<file path="src/inc/prio_irq_pkg.sv">
// Purpose: shared constants and types for the prioritised interrupt block
// Assumes: AXI4-Lite register access, 32-bit data, 25 MHz clock
// Notes:   offsets are byte addresses of aligned words
package prio_irq_pkg;

  // ----------------------------------------------------------------------
  // sizes
  // ----------------------------------------------------------------------
  localparam int NUM_SRC   = 16;
  localparam int IDX_W     = 4;
  localparam int PRIO_W    = 8;
  localparam int PRIO_BITS = 3;
  localparam int ADDR_W    = 8;

  // ----------------------------------------------------------------------
  // register offsets
  // ----------------------------------------------------------------------
  localparam logic [ADDR_W-1:0] OFF_ENABLE    = 8'h00;
  localparam logic [ADDR_W-1:0] OFF_PEND_SET  = 8'h04;
  localparam logic [ADDR_W-1:0] OFF_PEND_CLR  = 8'h08;
  localparam logic [ADDR_W-1:0] OFF_THRESHOLD = 8'h0c;
  localparam logic [ADDR_W-1:0] OFF_GROUPING  = 8'h10;
  localparam logic [ADDR_W-1:0] OFF_VTBASE    = 8'h14;
  localparam logic [ADDR_W-1:0] OFF_GATE      = 8'h18;
  localparam logic [ADDR_W-1:0] OFF_ACTIVE    = 8'h1c;
  localparam logic [ADDR_W-1:0] OFF_EVT_STAT  = 8'h20;
  localparam logic [ADDR_W-1:0] OFF_EVT_MASK  = 8'h24;
  localparam logic [ADDR_W-1:0] OFF_PRIO_BASE = 8'h40;

  // ----------------------------------------------------------------------
  // field layout and reset values
  // ----------------------------------------------------------------------
  localparam int VT_ALIGN_LSB = 10;
  localparam logic [31:0] VTBASE_RST   = 32'h0000_0000;
  localparam logic [7:0]  THRESH_RST   = 8'h00;
  localparam logic [2:0]  GROUP_RST    = 3'h0;
  localparam logic [1:0]  AXI_OKAY     = 2'b00;
  localparam logic [1:0]  AXI_SLVERR   = 2'b10;
  localparam int EVT_W      = 2;
  localparam int EVT_TAKEN  = 0;
  localparam int EVT_DROP   = 1;

  typedef struct packed {
    logic              valid;
    logic [IDX_W-1:0]  index;
    logic [PRIO_BITS-1:0] level;
  } winner_s;

endpackage : prio_irq_pkg

</file>
<file path="src/logic/prio_pick.sv">
// Purpose: finds the most urgent eligible source
// Assumes: smaller level is more urgent, ties go to lower index
// Notes:   purely combinational linear scan of compares
`timescale 1ns/1ps
`default_nettype none
module prio_pick (
  input  wire logic [prio_irq_pkg::NUM_SRC-1:0]   eligible_in,
  input  wire logic [prio_irq_pkg::NUM_SRC*prio_irq_pkg::PRIO_BITS-1:0]
                                                   levels_in,
  output var  prio_irq_pkg::winner_s               winner_out
);

  // ----------------------------------------------------------------------
  // linear scan, strict less-than keeps lower index on a tie
  // ----------------------------------------------------------------------
  always_comb begin
    winner_out = '0;
    for (int i = 0; i < prio_irq_pkg::NUM_SRC; i++) begin
      if (eligible_in[i] && (!winner_out.valid ||
          levels_in[i*prio_irq_pkg::PRIO_BITS +: prio_irq_pkg::PRIO_BITS]
          < winner_out.level)) begin
        winner_out.valid = 1'b1;
        winner_out.index = prio_irq_pkg::IDX_W'(i);
        winner_out.level =
          levels_in[i*prio_irq_pkg::PRIO_BITS +: prio_irq_pkg::PRIO_BITS];
      end
    end
  end

endmodule : prio_pick
`default_nettype wire

</file>
<file path="src/logic/nested_priority_interrupt_ctrl.sv">
// Purpose: prioritised vectored interrupt controller with AXI4-Lite regs
// Assumes: single clock, sources are asynchronous levels
// Notes:   core takes an entry with ack, returns with done
//
// Implementation choices: the placing of the registers and the AXI4-Lite slave port.
`timescale 1ns/1ps
`default_nettype none
module nested_priority_interrupt_ctrl (
  input  wire logic                              ref_clk_in,
  input  wire logic                              rst_n_in,
  input  wire logic [prio_irq_pkg::NUM_SRC-1:0]  irq_src_in,
  input  wire logic                              entry_ack_in,
  input  wire logic                              handler_done_in,
  output logic                                   cpu_irq_out,
  output logic [31:0]                            handler_pointer_out,
  output logic [prio_irq_pkg::IDX_W-1:0]         source_index_out,
  output logic                                   evt_irq_out,
  input  wire logic [prio_irq_pkg::ADDR_W-1:0]   s_axi_awaddr,
  input  wire logic                              s_axi_awvalid,
  output logic                                   s_axi_awready,
  input  wire logic [31:0]                       s_axi_wdata,
  input  wire logic [3:0]                        s_axi_wstrb,
  input  wire logic                              s_axi_wvalid,
  output logic                                   s_axi_wready,
  output logic [1:0]                             s_axi_bresp,
  output logic                                   s_axi_bvalid,
  input  wire logic                              s_axi_bready,
  input  wire logic [prio_irq_pkg::ADDR_W-1:0]   s_axi_araddr,
  input  wire logic                              s_axi_arvalid,
  output logic                                   s_axi_arready,
  output logic [31:0]                            s_axi_rdata,
  output logic [1:0]                             s_axi_rresp,
  output logic                                   s_axi_rvalid,
  input  wire logic                              s_axi_rready
);

  localparam int N  = prio_irq_pkg::NUM_SRC;
  localparam int PB = prio_irq_pkg::PRIO_BITS;

  typedef enum logic [1:0] {
    ST_IDLE = 2'b01,
    ST_OFFER = 2'b10
  } dispatch_e;

  // ----------------------------------------------------------------------
  // state
  // ----------------------------------------------------------------------
  logic [N-1:0]        sync1_r, sync2_r, src_prev_r;
  logic [N-1:0]        enable_r, pending_r;
  logic [7:0]          prio_r [N];
  logic [7:0]          threshold_r;
  logic [2:0]          grouping_r;
  logic [31:0]         vtbase_r;
  logic                gate_r;
  logic [PB:0]         active_lvl_r;   // msb set means none running
  logic [PB:0]         stack_r [N];    // saved levels of preempted handlers
  logic [prio_irq_pkg::IDX_W:0] depth_r;
  dispatch_e           state_r;
  logic [prio_irq_pkg::EVT_W-1:0] evt_stat_r, evt_mask_r;
  logic                aw_got_r, w_got_r;
  logic [prio_irq_pkg::ADDR_W-1:0] aw_addr_r;
  logic [31:0]         w_data_r;
  logic [3:0]          w_strb_r;

  // ----------------------------------------------------------------------
  // priority selection
  // ----------------------------------------------------------------------
  logic [N*PB-1:0]     levels;
  logic [N-1:0]        eligible;
  prio_irq_pkg::winner_s winner;
  logic [PB-1:0]       thr_lvl;
  logic                preempt_ok;

  assign thr_lvl = threshold_r[7 -: PB];

  // per source level and eligibility
  genvar g;
  generate
    for (g = 0; g < N; g++) begin : g_src
      assign levels[g*PB +: PB] = prio_r[g][7 -: PB];
      assign eligible[g] = pending_r[g] && enable_r[g]
        && (threshold_r == 8'h00
            || prio_r[g][7 -: PB] < thr_lvl);
    end
  endgenerate

  prio_pick u_pick (
    .eligible_in (eligible),
    .levels_in   (levels),
    .winner_out  (winner)
  );

  // all three implemented bits preempt for any grouping value
  // grouping 0..7 therefore collapses to the same compare
  assign preempt_ok = winner.valid &&
    ({1'b0, winner.level} < active_lvl_r);

  // ----------------------------------------------------------------------
  // source sync and edge capture
  // ----------------------------------------------------------------------
  always_ff @(posedge ref_clk_in or negedge rst_n_in) begin
    if (!rst_n_in) begin
      sync1_r    <= '0;
      sync2_r    <= '0;
      src_prev_r <= '0;
    end else begin
      sync1_r    <= irq_src_in;
      sync2_r    <= sync1_r;
      src_prev_r <= sync2_r;
    end
  end

  // ----------------------------------------------------------------------
  // register write decode
  // ----------------------------------------------------------------------
  logic wr_fire, rd_fire;
  logic [31:0] wmask;
  assign wr_fire = aw_got_r && w_got_r && !s_axi_bvalid;
  assign wmask = {{8{w_strb_r[3]}}, {8{w_strb_r[2]}},
                  {8{w_strb_r[1]}}, {8{w_strb_r[0]}}};

  logic wr_en, wr_pset, wr_pclr, wr_prio_hit;
  logic [prio_irq_pkg::IDX_W-1:0] wr_prio_idx;
  assign wr_en   = wr_fire && aw_addr_r == prio_irq_pkg::OFF_ENABLE;
  assign wr_pset = wr_fire && aw_addr_r == prio_irq_pkg::OFF_PEND_SET;
  assign wr_pclr = wr_fire && aw_addr_r == prio_irq_pkg::OFF_PEND_CLR;
  assign wr_prio_hit = wr_fire &&
    aw_addr_r[7:6] == prio_irq_pkg::OFF_PRIO_BASE[7:6];
  assign wr_prio_idx = aw_addr_r[2 +: prio_irq_pkg::IDX_W];

  logic take;
  assign take = (state_r == ST_OFFER) && entry_ack_in;

  // ----------------------------------------------------------------------
  // pending: edge or set makes pending, clear or entry drops it
  // ----------------------------------------------------------------------
  logic [N-1:0] take_vec, pend_set;
  assign take_vec = take ? (N'(1) << source_index_out) : '0;
  assign pend_set = (sync2_r & ~src_prev_r)
                  | (wr_pset ? w_data_r[N-1:0] : '0);

  always_ff @(posedge ref_clk_in or negedge rst_n_in) begin
    if (!rst_n_in) begin
      pending_r <= '0;
    end else begin
      pending_r <= (pending_r
                   & ~(wr_pclr ? w_data_r[N-1:0] : '0)
                   & ~take_vec) | pend_set;
    end
  end

  // ----------------------------------------------------------------------
  // configuration registers
  // ----------------------------------------------------------------------
  always_ff @(posedge ref_clk_in or negedge rst_n_in) begin
    if (!rst_n_in) begin
      enable_r    <= '0;
      threshold_r <= prio_irq_pkg::THRESH_RST;
      grouping_r  <= prio_irq_pkg::GROUP_RST;
      vtbase_r    <= prio_irq_pkg::VTBASE_RST;
      gate_r      <= 1'b0;
      evt_mask_r  <= '0;
      for (int i = 0; i < N; i++) prio_r[i] <= 8'h00;
    end else if (wr_fire) begin
      case (aw_addr_r)
        prio_irq_pkg::OFF_ENABLE:
          enable_r <= (enable_r & ~wmask[N-1:0])
                      | (w_data_r[N-1:0] & wmask[N-1:0]);
        prio_irq_pkg::OFF_THRESHOLD:
          if (w_strb_r[0]) threshold_r <= w_data_r[7:0];
        prio_irq_pkg::OFF_GROUPING:
          if (w_strb_r[0]) grouping_r <= w_data_r[2:0];
        prio_irq_pkg::OFF_VTBASE:   // low bits dropped
          vtbase_r <= ((vtbase_r & ~wmask) | (w_data_r & wmask))
                      & ~32'h0000_03ff;
        prio_irq_pkg::OFF_GATE:
          if (w_strb_r[0]) gate_r <= w_data_r[0];
        prio_irq_pkg::OFF_EVT_MASK:
          if (w_strb_r[0]) evt_mask_r <= w_data_r[prio_irq_pkg::EVT_W-1:0];
        default: begin
          if (wr_prio_hit && w_strb_r[0]) prio_r[wr_prio_idx] <= w_data_r[7:0];
        end
      endcase
    end
  end

  // ----------------------------------------------------------------------
  // dispatch: offer winner, nest on ack, unwind on done
  // ----------------------------------------------------------------------
  always_ff @(posedge ref_clk_in or negedge rst_n_in) begin
    if (!rst_n_in) begin
      state_r             <= ST_IDLE;
      cpu_irq_out         <= 1'b0;
      handler_pointer_out <= 32'h0000_0000;
      source_index_out    <= '0;
      active_lvl_r        <= {1'b1, {PB{1'b0}}};
      depth_r             <= '0;
      for (int i = 0; i < N; i++) stack_r[i] <= '0;
    end else begin
      case (state_r)
        ST_IDLE: begin
          cpu_irq_out <= 1'b0;
          if (handler_done_in && depth_r != '0) begin
            active_lvl_r <= stack_r[depth_r[prio_irq_pkg::IDX_W-1:0] - 1'b1];
            depth_r      <= depth_r - 1'b1;
          end else if (preempt_ok && gate_r) begin
            state_r             <= ST_OFFER;
            cpu_irq_out         <= 1'b1;
            source_index_out    <= winner.index;
            handler_pointer_out <= vtbase_r +
              {26'h0, winner.index, 2'b00};
          end
        end
        ST_OFFER: begin
          if (take) begin
            state_r      <= ST_IDLE;
            cpu_irq_out  <= 1'b0;
            stack_r[depth_r[prio_irq_pkg::IDX_W-1:0]] <= active_lvl_r;
            depth_r      <= depth_r + 1'b1;
            active_lvl_r <= {1'b0, prio_r[source_index_out][7 -: PB]};
          end else if (!preempt_ok || !gate_r) begin
            state_r     <= ST_IDLE;   // withdrawn: cleared, disabled, gated
            cpu_irq_out <= 1'b0;
          end else begin
            source_index_out    <= winner.index;   // offer follows the current winner
            handler_pointer_out <= vtbase_r + {26'h0, winner.index, 2'b00};
          end
        end
        default: state_r <= ST_IDLE;
      endcase
    end
  end

  // ----------------------------------------------------------------------
  // event status: taken entry, discarded pending
  // ----------------------------------------------------------------------
  logic [prio_irq_pkg::EVT_W-1:0] evt_set;
  assign evt_set[prio_irq_pkg::EVT_TAKEN] = take;
  assign evt_set[prio_irq_pkg::EVT_DROP]  =
    wr_pclr && |(pending_r & w_data_r[N-1:0]);

  always_ff @(posedge ref_clk_in or negedge rst_n_in) begin
    if (!rst_n_in) begin
      evt_stat_r  <= '0;
      evt_irq_out <= 1'b0;
    end else begin
      evt_stat_r <= (evt_stat_r &
        ~((wr_fire && aw_addr_r == prio_irq_pkg::OFF_EVT_STAT && w_strb_r[0])
          ? w_data_r[prio_irq_pkg::EVT_W-1:0] : '0)) | evt_set;
      evt_irq_out <= |(evt_stat_r & evt_mask_r);
    end
  end

  // ----------------------------------------------------------------------
  // axi write channels, either order, response after both
  // ----------------------------------------------------------------------
  always_ff @(posedge ref_clk_in or negedge rst_n_in) begin
    if (!rst_n_in) begin
      aw_got_r      <= 1'b0;
      w_got_r       <= 1'b0;
      aw_addr_r     <= '0;
      w_data_r      <= 32'h0000_0000;
      w_strb_r      <= 4'h0;
      s_axi_awready <= 1'b1;
      s_axi_wready  <= 1'b1;
      s_axi_bvalid  <= 1'b0;
      s_axi_bresp   <= prio_irq_pkg::AXI_OKAY;
    end else begin
      if (s_axi_awvalid && s_axi_awready) begin
        aw_got_r      <= 1'b1;
        aw_addr_r     <= s_axi_awaddr;
        s_axi_awready <= 1'b0;
      end
      if (s_axi_wvalid && s_axi_wready) begin
        w_got_r      <= 1'b1;
        w_data_r     <= s_axi_wdata;
        w_strb_r     <= s_axi_wstrb;
        s_axi_wready <= 1'b0;
      end
      if (wr_fire) begin
        s_axi_bvalid <= 1'b1;
        s_axi_bresp  <= (aw_addr_r[1:0] == 2'b00 && (wr_prio_hit ? 
          5'(aw_addr_r[5:2]) < 5'(N)
          : (aw_addr_r <= prio_irq_pkg::OFF_EVT_MASK
          && aw_addr_r != prio_irq_pkg::OFF_ACTIVE)))
          ? prio_irq_pkg::AXI_OKAY : prio_irq_pkg::AXI_SLVERR;
      end
      if (s_axi_bvalid && s_axi_bready) begin
        s_axi_bvalid  <= 1'b0;
        aw_got_r      <= 1'b0;
        w_got_r       <= 1'b0;
        s_axi_awready <= 1'b1;
        s_axi_wready  <= 1'b1;
      end
    end
  end

  // ----------------------------------------------------------------------
  // axi read channel
  // ----------------------------------------------------------------------
  assign rd_fire = s_axi_arvalid && s_axi_arready;

  always_ff @(posedge ref_clk_in or negedge rst_n_in) begin
    if (!rst_n_in) begin
      s_axi_arready <= 1'b1;
      s_axi_rvalid  <= 1'b0;
      s_axi_rdata   <= 32'h0000_0000;
      s_axi_rresp   <= prio_irq_pkg::AXI_OKAY;
    end else if (rd_fire) begin
      s_axi_arready <= 1'b0;
      s_axi_rvalid  <= 1'b1;
      s_axi_rresp   <= prio_irq_pkg::AXI_OKAY;
      s_axi_rdata   <= 32'h0000_0000;
      case (s_axi_araddr)
        prio_irq_pkg::OFF_ENABLE:    s_axi_rdata <= 32'(enable_r);
        prio_irq_pkg::OFF_PEND_SET,
        prio_irq_pkg::OFF_PEND_CLR:  s_axi_rdata <= 32'(pending_r);
        prio_irq_pkg::OFF_THRESHOLD: s_axi_rdata <= 32'(threshold_r);
        prio_irq_pkg::OFF_GROUPING:  s_axi_rdata <= 32'(grouping_r);
        prio_irq_pkg::OFF_VTBASE:    s_axi_rdata <= vtbase_r;
        prio_irq_pkg::OFF_GATE:      s_axi_rdata <= 32'(gate_r);
        prio_irq_pkg::OFF_ACTIVE:    s_axi_rdata <= 32'(active_lvl_r);
        prio_irq_pkg::OFF_EVT_STAT:  s_axi_rdata <= 32'(evt_stat_r);
        prio_irq_pkg::OFF_EVT_MASK:  s_axi_rdata <= 32'(evt_mask_r);
        default: begin
          if (s_axi_araddr[7:6] == prio_irq_pkg::OFF_PRIO_BASE[7:6]
              && s_axi_araddr[1:0] == 2'b00 && 5'(s_axi_araddr[5:2]) < 5'(N))
            s_axi_rdata <= 32'(prio_r[s_axi_araddr[5:2]]);
          else
            s_axi_rresp <= prio_irq_pkg::AXI_SLVERR;
        end
      endcase
    end else if (s_axi_rvalid && s_axi_rready) begin
      s_axi_rvalid  <= 1'b0;
      s_axi_arready <= 1'b1;
    end
  end

endmodule : nested_priority_interrupt_ctrl
`default_nettype wire

</file>
<file path="config.mk">
export PLATFORM = sky130hd
export DESIGN_NAME = nested_priority_interrupt_ctrl
export DESIGN_NICKNAME = d
export VERILOG_FILES = /design/src/inc/prio_irq_pkg.sv /design/src/logic/prio_pick.sv /design/src/logic/nested_priority_interrupt_ctrl.sv
export SDC_FILE = /design/constraint.sdc
export NUM_CORES = 1
export LEC_CHECK = 0
export BUFFER_PORTS_ARGS = -buffer_cell sky130_fd_sc_hd__buf_4
export CORE_MARGIN = 2
export CORE_UTILIZATION = 65
export CTS_CLUSTER_DIAMETER = 40
export DETAILED_ROUTE_END_ITERATION = 10
export PLACE_DENSITY = 0.94
export SLEW_MARGIN = 20
export SYNTH_ARGS = -nofsm -noshare
export SYNTH_HDL_FRONTEND = slang
export SYNTH_SLANG_ARGS = --single-unit
</file>
<file path="constraint.sdc">
create_clock -name ref_clk_in -period 41.6 [get_ports ref_clk_in]
set_clock_uncertainty 0.1 [all_clocks]
set_input_delay 12.48 -clock ref_clk_in [delete_from_list [all_inputs] [get_ports ref_clk_in]]
set_output_delay 12.48 -clock ref_clk_in [all_outputs]
set_load 0.02 [all_outputs]
</file>
# Word level (Yosys, flattened, before mapping)
# Cells that the tools add are included.
[totals] ff_bits=446 inputBits=77 output_inout_bits=79
[classes] add_sub_neg=4 order_cmp=40 n_eq_ne=29 shifts=1 muxes=81 n_bitwise=27 n_reduce_logical=148
[ops] op="one-hot mux 32 bit (9 select lines)" n=1
[ops] op="two-way mux 8 bit" n=22
[ops] op="bitwise mux 128 bit" n=1
[ops] op="two-way mux 32 bit" n=4
[ops] op="AND 16 bit" n=6
[ops] op="less-than comparator 3 bit" n=31
[ops] op="logical AND 1 bit" n=70
[ops] op="AND 32 bit" n=2
[ops] op="binary-select mux 8 bit (select 4 bit)" n=2
[ops] op="bitwise mux 64 bit" n=1
[ops] op="NOT 16 bit" n=4
[ops] op="one-hot mux 32 bit (2 select lines)" n=1
[ops] op="== test 8 x 5 -> 1 bit (second input constant)" n=7
[ops] op="two-way mux 16 bit" n=3
[ops] op="OR 16 bit" n=3
[ops] op="two-way mux 4 bit" n=9
[ops] op="adder 32 x 6 -> 32 bit" n=1
[ops] op="demux 8 bit (select 4 bit)" n=1
[ops] op="== test 8 x 4 -> 1 bit (second input constant)" n=4
[ops] op="== test 8 x 6 -> 1 bit (second input constant)" n=4
[ops] op="logical OR 1 bit" n=32
[ops] op="NOT 32 bit" n=1
[ops] op="OR 32 bit" n=1
[ops] op=">= comparator 5 bit (second input constant)" n=5
[ops] op="other kinds (39)" n=114

# Longest topological paths before layout
[depth] depth_word=71 mapped_depth=86 depth_no_buf=84

# Modules after synthesis
# Synthesis repeated with hierarchy kept, for this count alone.
[unflattened] cells_unflattened=1923 hier_area_um2=22761.8
[by_module_without_submodules] mod="nested_priority_interrupt_ctrl" n_inst=1 cells_per_inst=1492 area_each_um2=19980.4 seq_area_each_um2=10866.7
[by_module_without_submodules] mod="prio_pick" n_inst=1 cells_per_inst=431 area_each_um2=2781.4 seq_area_each_um2=0.0

# Worst setup path after synthesis
# No wires, ideal clock.
[synth_timing] kind="reg2reg" startpoint="reg threshold_r[5]" endpoint="reg handler_pointer_out[12]" setup_ps=125 arrival_time_ps=18307 t_required_ps=41375 setup_slack_ps=23068 stages_incl_launch_ff=83 path_buffers=2 cell_sequence="dfrtp_1 or4_4 or2_4 buf_2 a21oi_1 nand2_1 ha_1 a21oi_1 nand2_1 a21boi_0 a22o_1 inv_1 ha_1 a21o_1 a21oi_1 o21a_1 a31oi_2 mux2_2 (+47 left out) or3_1 nor4_1 o21ai_0 o31a_1 ha_1 o41a_1 and3b_1 a211oi_1 mux2i_1 ha_1 a21oi_1 o2111ai_1 or3_1 a211oi_1 a2111oi_2 a211oi_4 buf_6 mux2_4"
[synth_between] elab_chain_len=70
[synth_rtl] item="start, declared" line_no="nested_priority_interrupt_ctrl.sv:51" rtl="logic [7:0] threshold_r;"
[synth_rtl] item="start signal, assigned" line_no="nested_priority_interrupt_ctrl.sv:158" rtl="threshold_r <= prio_irq_pkg::THRESH_RST;"
[synth_rtl] item="start signal, assigned" line_no="nested_priority_interrupt_ctrl.sv:170" rtl="if (w_strb_r[0]) threshold_r <= w_data_r[7:0];"
[synth_rtl] item="less-than comparator 3 bit / zero test 8 bit (equally long branches)" line_no="nested_priority_interrupt_ctrl.sv:83, nested_priority_interrupt_ctrl.sv:82"
[synth_rtl] item="logical OR 1 bit" line_no="nested_priority_interrupt_ctrl.sv:83" rtl="|| prio_r[g][7 -: PB] < thr_lvl);"
[synth_rtl] item="logical AND 1 bit" line_no="nested_priority_interrupt_ctrl.sv:82" rtl="&& (threshold_r == 8'h00"
[synth_rtl] item="two-way mux 8 bit" line_no="prio_pick.sv:19" rtl="if (eligible_in[i] && (!winner_out.valid ||"
[synth_rtl] item="less-than comparator 3 bit / zero test 1 bit (equally long branches)" line_no="prio_pick.sv:21, prio_pick.sv:19"
[synth_rtl] item="logical OR 1 bit" line_no="prio_pick.sv:19"
[synth_rtl] item="logical AND 1 bit" line_no="prio_pick.sv:19"
[synth_rtl] item="two-way mux 8 bit" line_no="prio_pick.sv:19"
[synth_rtl] item="(+49 left out)"
[synth_rtl] item="logical OR 1 bit" line_no="prio_pick.sv:19"
[synth_rtl] item="logical AND 1 bit" line_no="prio_pick.sv:19"
[synth_rtl] item="two-way mux 8 bit" line_no="prio_pick.sv:19"
[synth_rtl] item="less-than comparator 3 bit / zero test 1 bit (equally long branches)" line_no="prio_pick.sv:21, prio_pick.sv:19"
[synth_rtl] item="logical OR 1 bit" line_no="prio_pick.sv:19"
[synth_rtl] item="logical AND 1 bit" line_no="prio_pick.sv:19"
[synth_rtl] item="two-way mux 8 bit *" line_no="prio_pick.sv:19"
[synth_rtl] item="parallel branches: the longest is 6 deep, another holds adder 32 x 6 -> 32 bit"
[synth_rtl] item="end signal, assigned" line_no="nested_priority_interrupt_ctrl.sv:210" rtl="handler_pointer_out <= vtbase_r +"
[synth_rtl] item="end signal, assigned" line_no="nested_priority_interrupt_ctrl.sv:226" rtl="handler_pointer_out <= vtbase_r + {26'h0, winner.index, 2'b00};"
[synth_rtl] item="end, declared" line_no="nested_priority_interrupt_ctrl.sv:15" rtl="output logic [31:0] handler_pointer_out,"
# Mark *: on every way between the ends. The select of a mux whose other input is x is not followed.
# A chain may end at the register's enable or synchronous reset.

# Final worst setup path
[layout_timing] startpoint="reg threshold_r[7]" endpoint="reg handler_pointer_out[10]"
# The elaborated chain is that of the path after synthesis.

==> run summary <==
Status: complete, no violations
Power Density: 60.2 mW/mm²
Area of the multi-input gates: 0.0108 mm²
Clk slew on worst S/H paths: 0.07 ns
Sequential share of the synthesized area: 48.9%
Worst IR Drop VDD: 0.0000518 V
Async set-reset flop share out of synthesis: 100%
Syn Area/Cell: 11.9 µm²
Detailed Route WL: 69.2 mm
Clock root cell: clkbuf_16
Final hold slack: 0.250 ns
Yosys reg bits: 434
Worst EP required: 41.97 ns
WS Path Type: flip-flop to flip-flop
CTS sink cnt: 434
Switching power: 0.000569 W
Die span in y: 189 µm
Synth Warn #: 0
R2R depth: 82
Die W: 189 µm
Nets: 2143
Routed Antenna Nets: 0
HP Class: flip-flop to flip-flop
CP Launch Type: flip-flop
Avg Vias per Cell: 7.16
Initial antenna violation count: 3
Syn Inst Count: 1872
DR DRC count: 0
Area occupied by registers: 0.0109 mm²
Initial Utilization: 66.1%
Reg power frac: 39.2%
Setup TNS: 0 ns
Ant diodes: 0
Worst-Margin Slew: 1.23 ns
Fill cells: 1860
Crit share post-route: 52.9%
Io pins: 156
1st-iter DRT viols: 2528
Final min period: 22.00 ns
Die area: 0.0357 mm²
Total track usage: 39.7%
CTS tree: built
Cell-internal power: 0.000966 W
Synth area leader: dfrtp_1
R2r startpoint: threshold_r[7]
CP Capture Point: handler_pointer_out[10]
Number of global-route vias before repair: 18400
H-tree Lvls: 2
RePlAce Congestion: 0.958
Slowest cell on the critical path: a2111oi_0
Switching portion of total power: 37.1%
DP HPWL: 44.2 mm
Pwr Total: 0.00154 W
EDFF count, synth: 0
Endpoint class of the critical path: flip-flop
Core area: 0.0336 mm²
Critical Path AT: 22.37 ns
Max Clock Freq: 45.5 MHz
Synth top area cells: dfrtp_1 (48%), mux2_2 (12%), mux4_2 (7.6%)
Leak pwr: 11.5 nW
CTS buffer count: 51
Predominant post-synthesis flop cell: dfrtp_1
Critical-path maximum fanout: 26
Row count: 67
Distinct cells, synth: 95
# port buffers: 147
Final Hold Vio Count: 0
Final Max Tran Viols: 0
Postcts setup bufs: 0
Via Count: 17900
Grt ovf: 0
Largest net degree at the start of global routing: 181
RSZ-0062 raised after global routing: false
Wirelength per Cell: 27.7 µm
Synth Cell Area: 0.0222 mm²
Hold Path Depth: 0
Area delta synth->final: 14.7%
Worst setup startpoint: threshold_r[7]
Post-synth top area share: 48.3%
Layout cells sized above 1: 30.9%
Worst path max stage delay: 0.75 ns
Clock power share: 30.6%
Combinational fraction of design power: 30.2%
Capturing point of the worst reg2reg path: handler_pointer_out[10]
Worst-Skew Late Latency: 0.60 ns
CTS resizes: 0
Clock Path Buffers: 3
Relative slew slack: 17.5%
Hold buffers post-CTS: 0
Max Cap Viol: 0
Global-route wire length before repair: 109 mm
Final count of negative-setup-slack endpoints: 0
R2R Setup Slk: 19.60 ns
1st-pass router iterations: 9
how the worst min path moves through the flow:
stage	start	to	slack, ns
CTS	sync1_r[2]	sync2_r[2]	0.25
global placement	sync1_r[14]	sync2_r[14]	0.23
floorplan	sync1_r[0]	sync2_r[0]	0.23
detailed placement	sync1_r[8]	sync2_r[8]	0.24
finish	sync1_r[14]	sync2_r[14]	0.25
global route	sync1_r[2]	sync2_r[2]	0.26
layer usage:
metal / global-route usage, % / vias up / wire length [µm]
li1: - / 7260 / -
met1: 50.7 / 8787 / 24600
met2: 61.6 / 1414 / 32300
met3: 10.9 / 386 / 7620
met4: 22.7 / 4 / 4610
met5: 0 / - / 27
logic make-up (layout without fill, tap and decap cells):
kind of cell | Yosys count | count (layout) | share of synthesized area, %
AOI/OAI and AO/OA | 454 | 454 | 14.0
DFF | 434 | 434 | 48.9
and+or+nand+nor | 410 | 410 | 8.77
muxes | 347 | 347 | 21.6
buffers and inverters | 157 | 323 | 2.94
adders and majority gates | 62 | 62 | 3.51
xor gates and xnor gates | 7 | 7 | 0.276
other | 1 | 8 | 0.0169
synth_stat cells, types with 8 or more instances:
library cell,n
and2_1,8
nor2b_1,18
and3_1,8
nor3_1,26
dfrtp_1,429
nand3_1,31
a222oi_1,12
o21ai_0,143
nand2b_1,18
ha_1,60
a221o_1,19
o211ai_1,11
mux2i_1,13
a22o_1,24
buf_4,12
nor2_1,65
or3_1,8
mux2_2,239
inv_1,63
a31oi_1,17
nand2_1,178
mux2_4,19
o21a_1,17
a21oi_1,88
a21o_1,18
clkbuf_1,70
mux4_2,75
a211oi_1,8
power by group through the flow:
stage          clock [W]  combinational [W]  sequential (W)
6_report        0.000469           0.000464        0.000602
5_1_grt         0.000488           0.000499        0.000605
4_1_cts         0.000469           0.000454        0.000592
3_5_place_dp           0           0.000444        0.000594
3_3_place_gp           0           0.000424        0.000586
2_1_floorplan          0           0.000345        0.000545
critical path, delay by kind of cell, from the launching register on:
family | cells | cell delay [ns]
AO/OA/AOI/OAI | 43 | 10.65
flip-flops | 1 | 0.40
multiplexers | 8 | 2.88
buffers and inverters | 6 | 1.29
adder cells (fa/ha/maj) | 10 | 2.82
AND/OR/NAND/NOR | 15 | 3.69
cell usage in the layout (no fill, tap or decap), types with 24 or more instances in the layout:
cell | netlist | final
mux4_2 | 75 | 75
nor2_1 | 65 | 60
ha_1 | 60 | 60
a22o_1 | 24 | 24
mux2_2 | 239 | 239
o21ai_0 | 143 | 143
nand2_1 | 178 | 177
dfrtp_1 | 429 | 429
buf_4 | 12 | 164
inv_1 | 63 | 63
clkbuf_16 | 0 | 53
nand3_1 | 31 | 31
a21oi_1 | 88 | 88
nor3_1 | 26 | 25
through the flow:
step / setup WS [ns] / area (µm²) / util, % / instances
after global routing: 18.35 / 25500 / 75.9 / 2493
final: 19.60 / 25500 / 75.9 / 2493
after floorplan: 23.07 / 22300 / - / 1879
after detailed placement: 20.43 / 23700 / 70.4 / 2398
after CTS: 20.20 / 25400 / 75.7 / 2491
after global placement: 21.34 / 23700 / 70.4 / 2398
final cells by class:
class                   count  area share, %
flip-flops and latches    434           42.6
repair buffers            167           5.07
well taps                 448           2.20
inverters                  63          0.927
multi-input cells        1288           42.2
clock inverters            26           1.19
clock buffers              67           5.76
registers in the layout, indices dropped and copies added (netlist names), 4 cells and up, named ones only:
register,cells
handler_pointer_out,23
pending_r,16
stack_r,64
sync2_r,16
prio_r,80
aw_addr_r,8
w_data_r,32
sync1_r,16
active_lvl_r,4
w_strb_r,4
depth_r,5
threshold_r,8
levels,48
s_axi_rdata,32
src_prev_r,16
(Power assumes the default switching activity.)
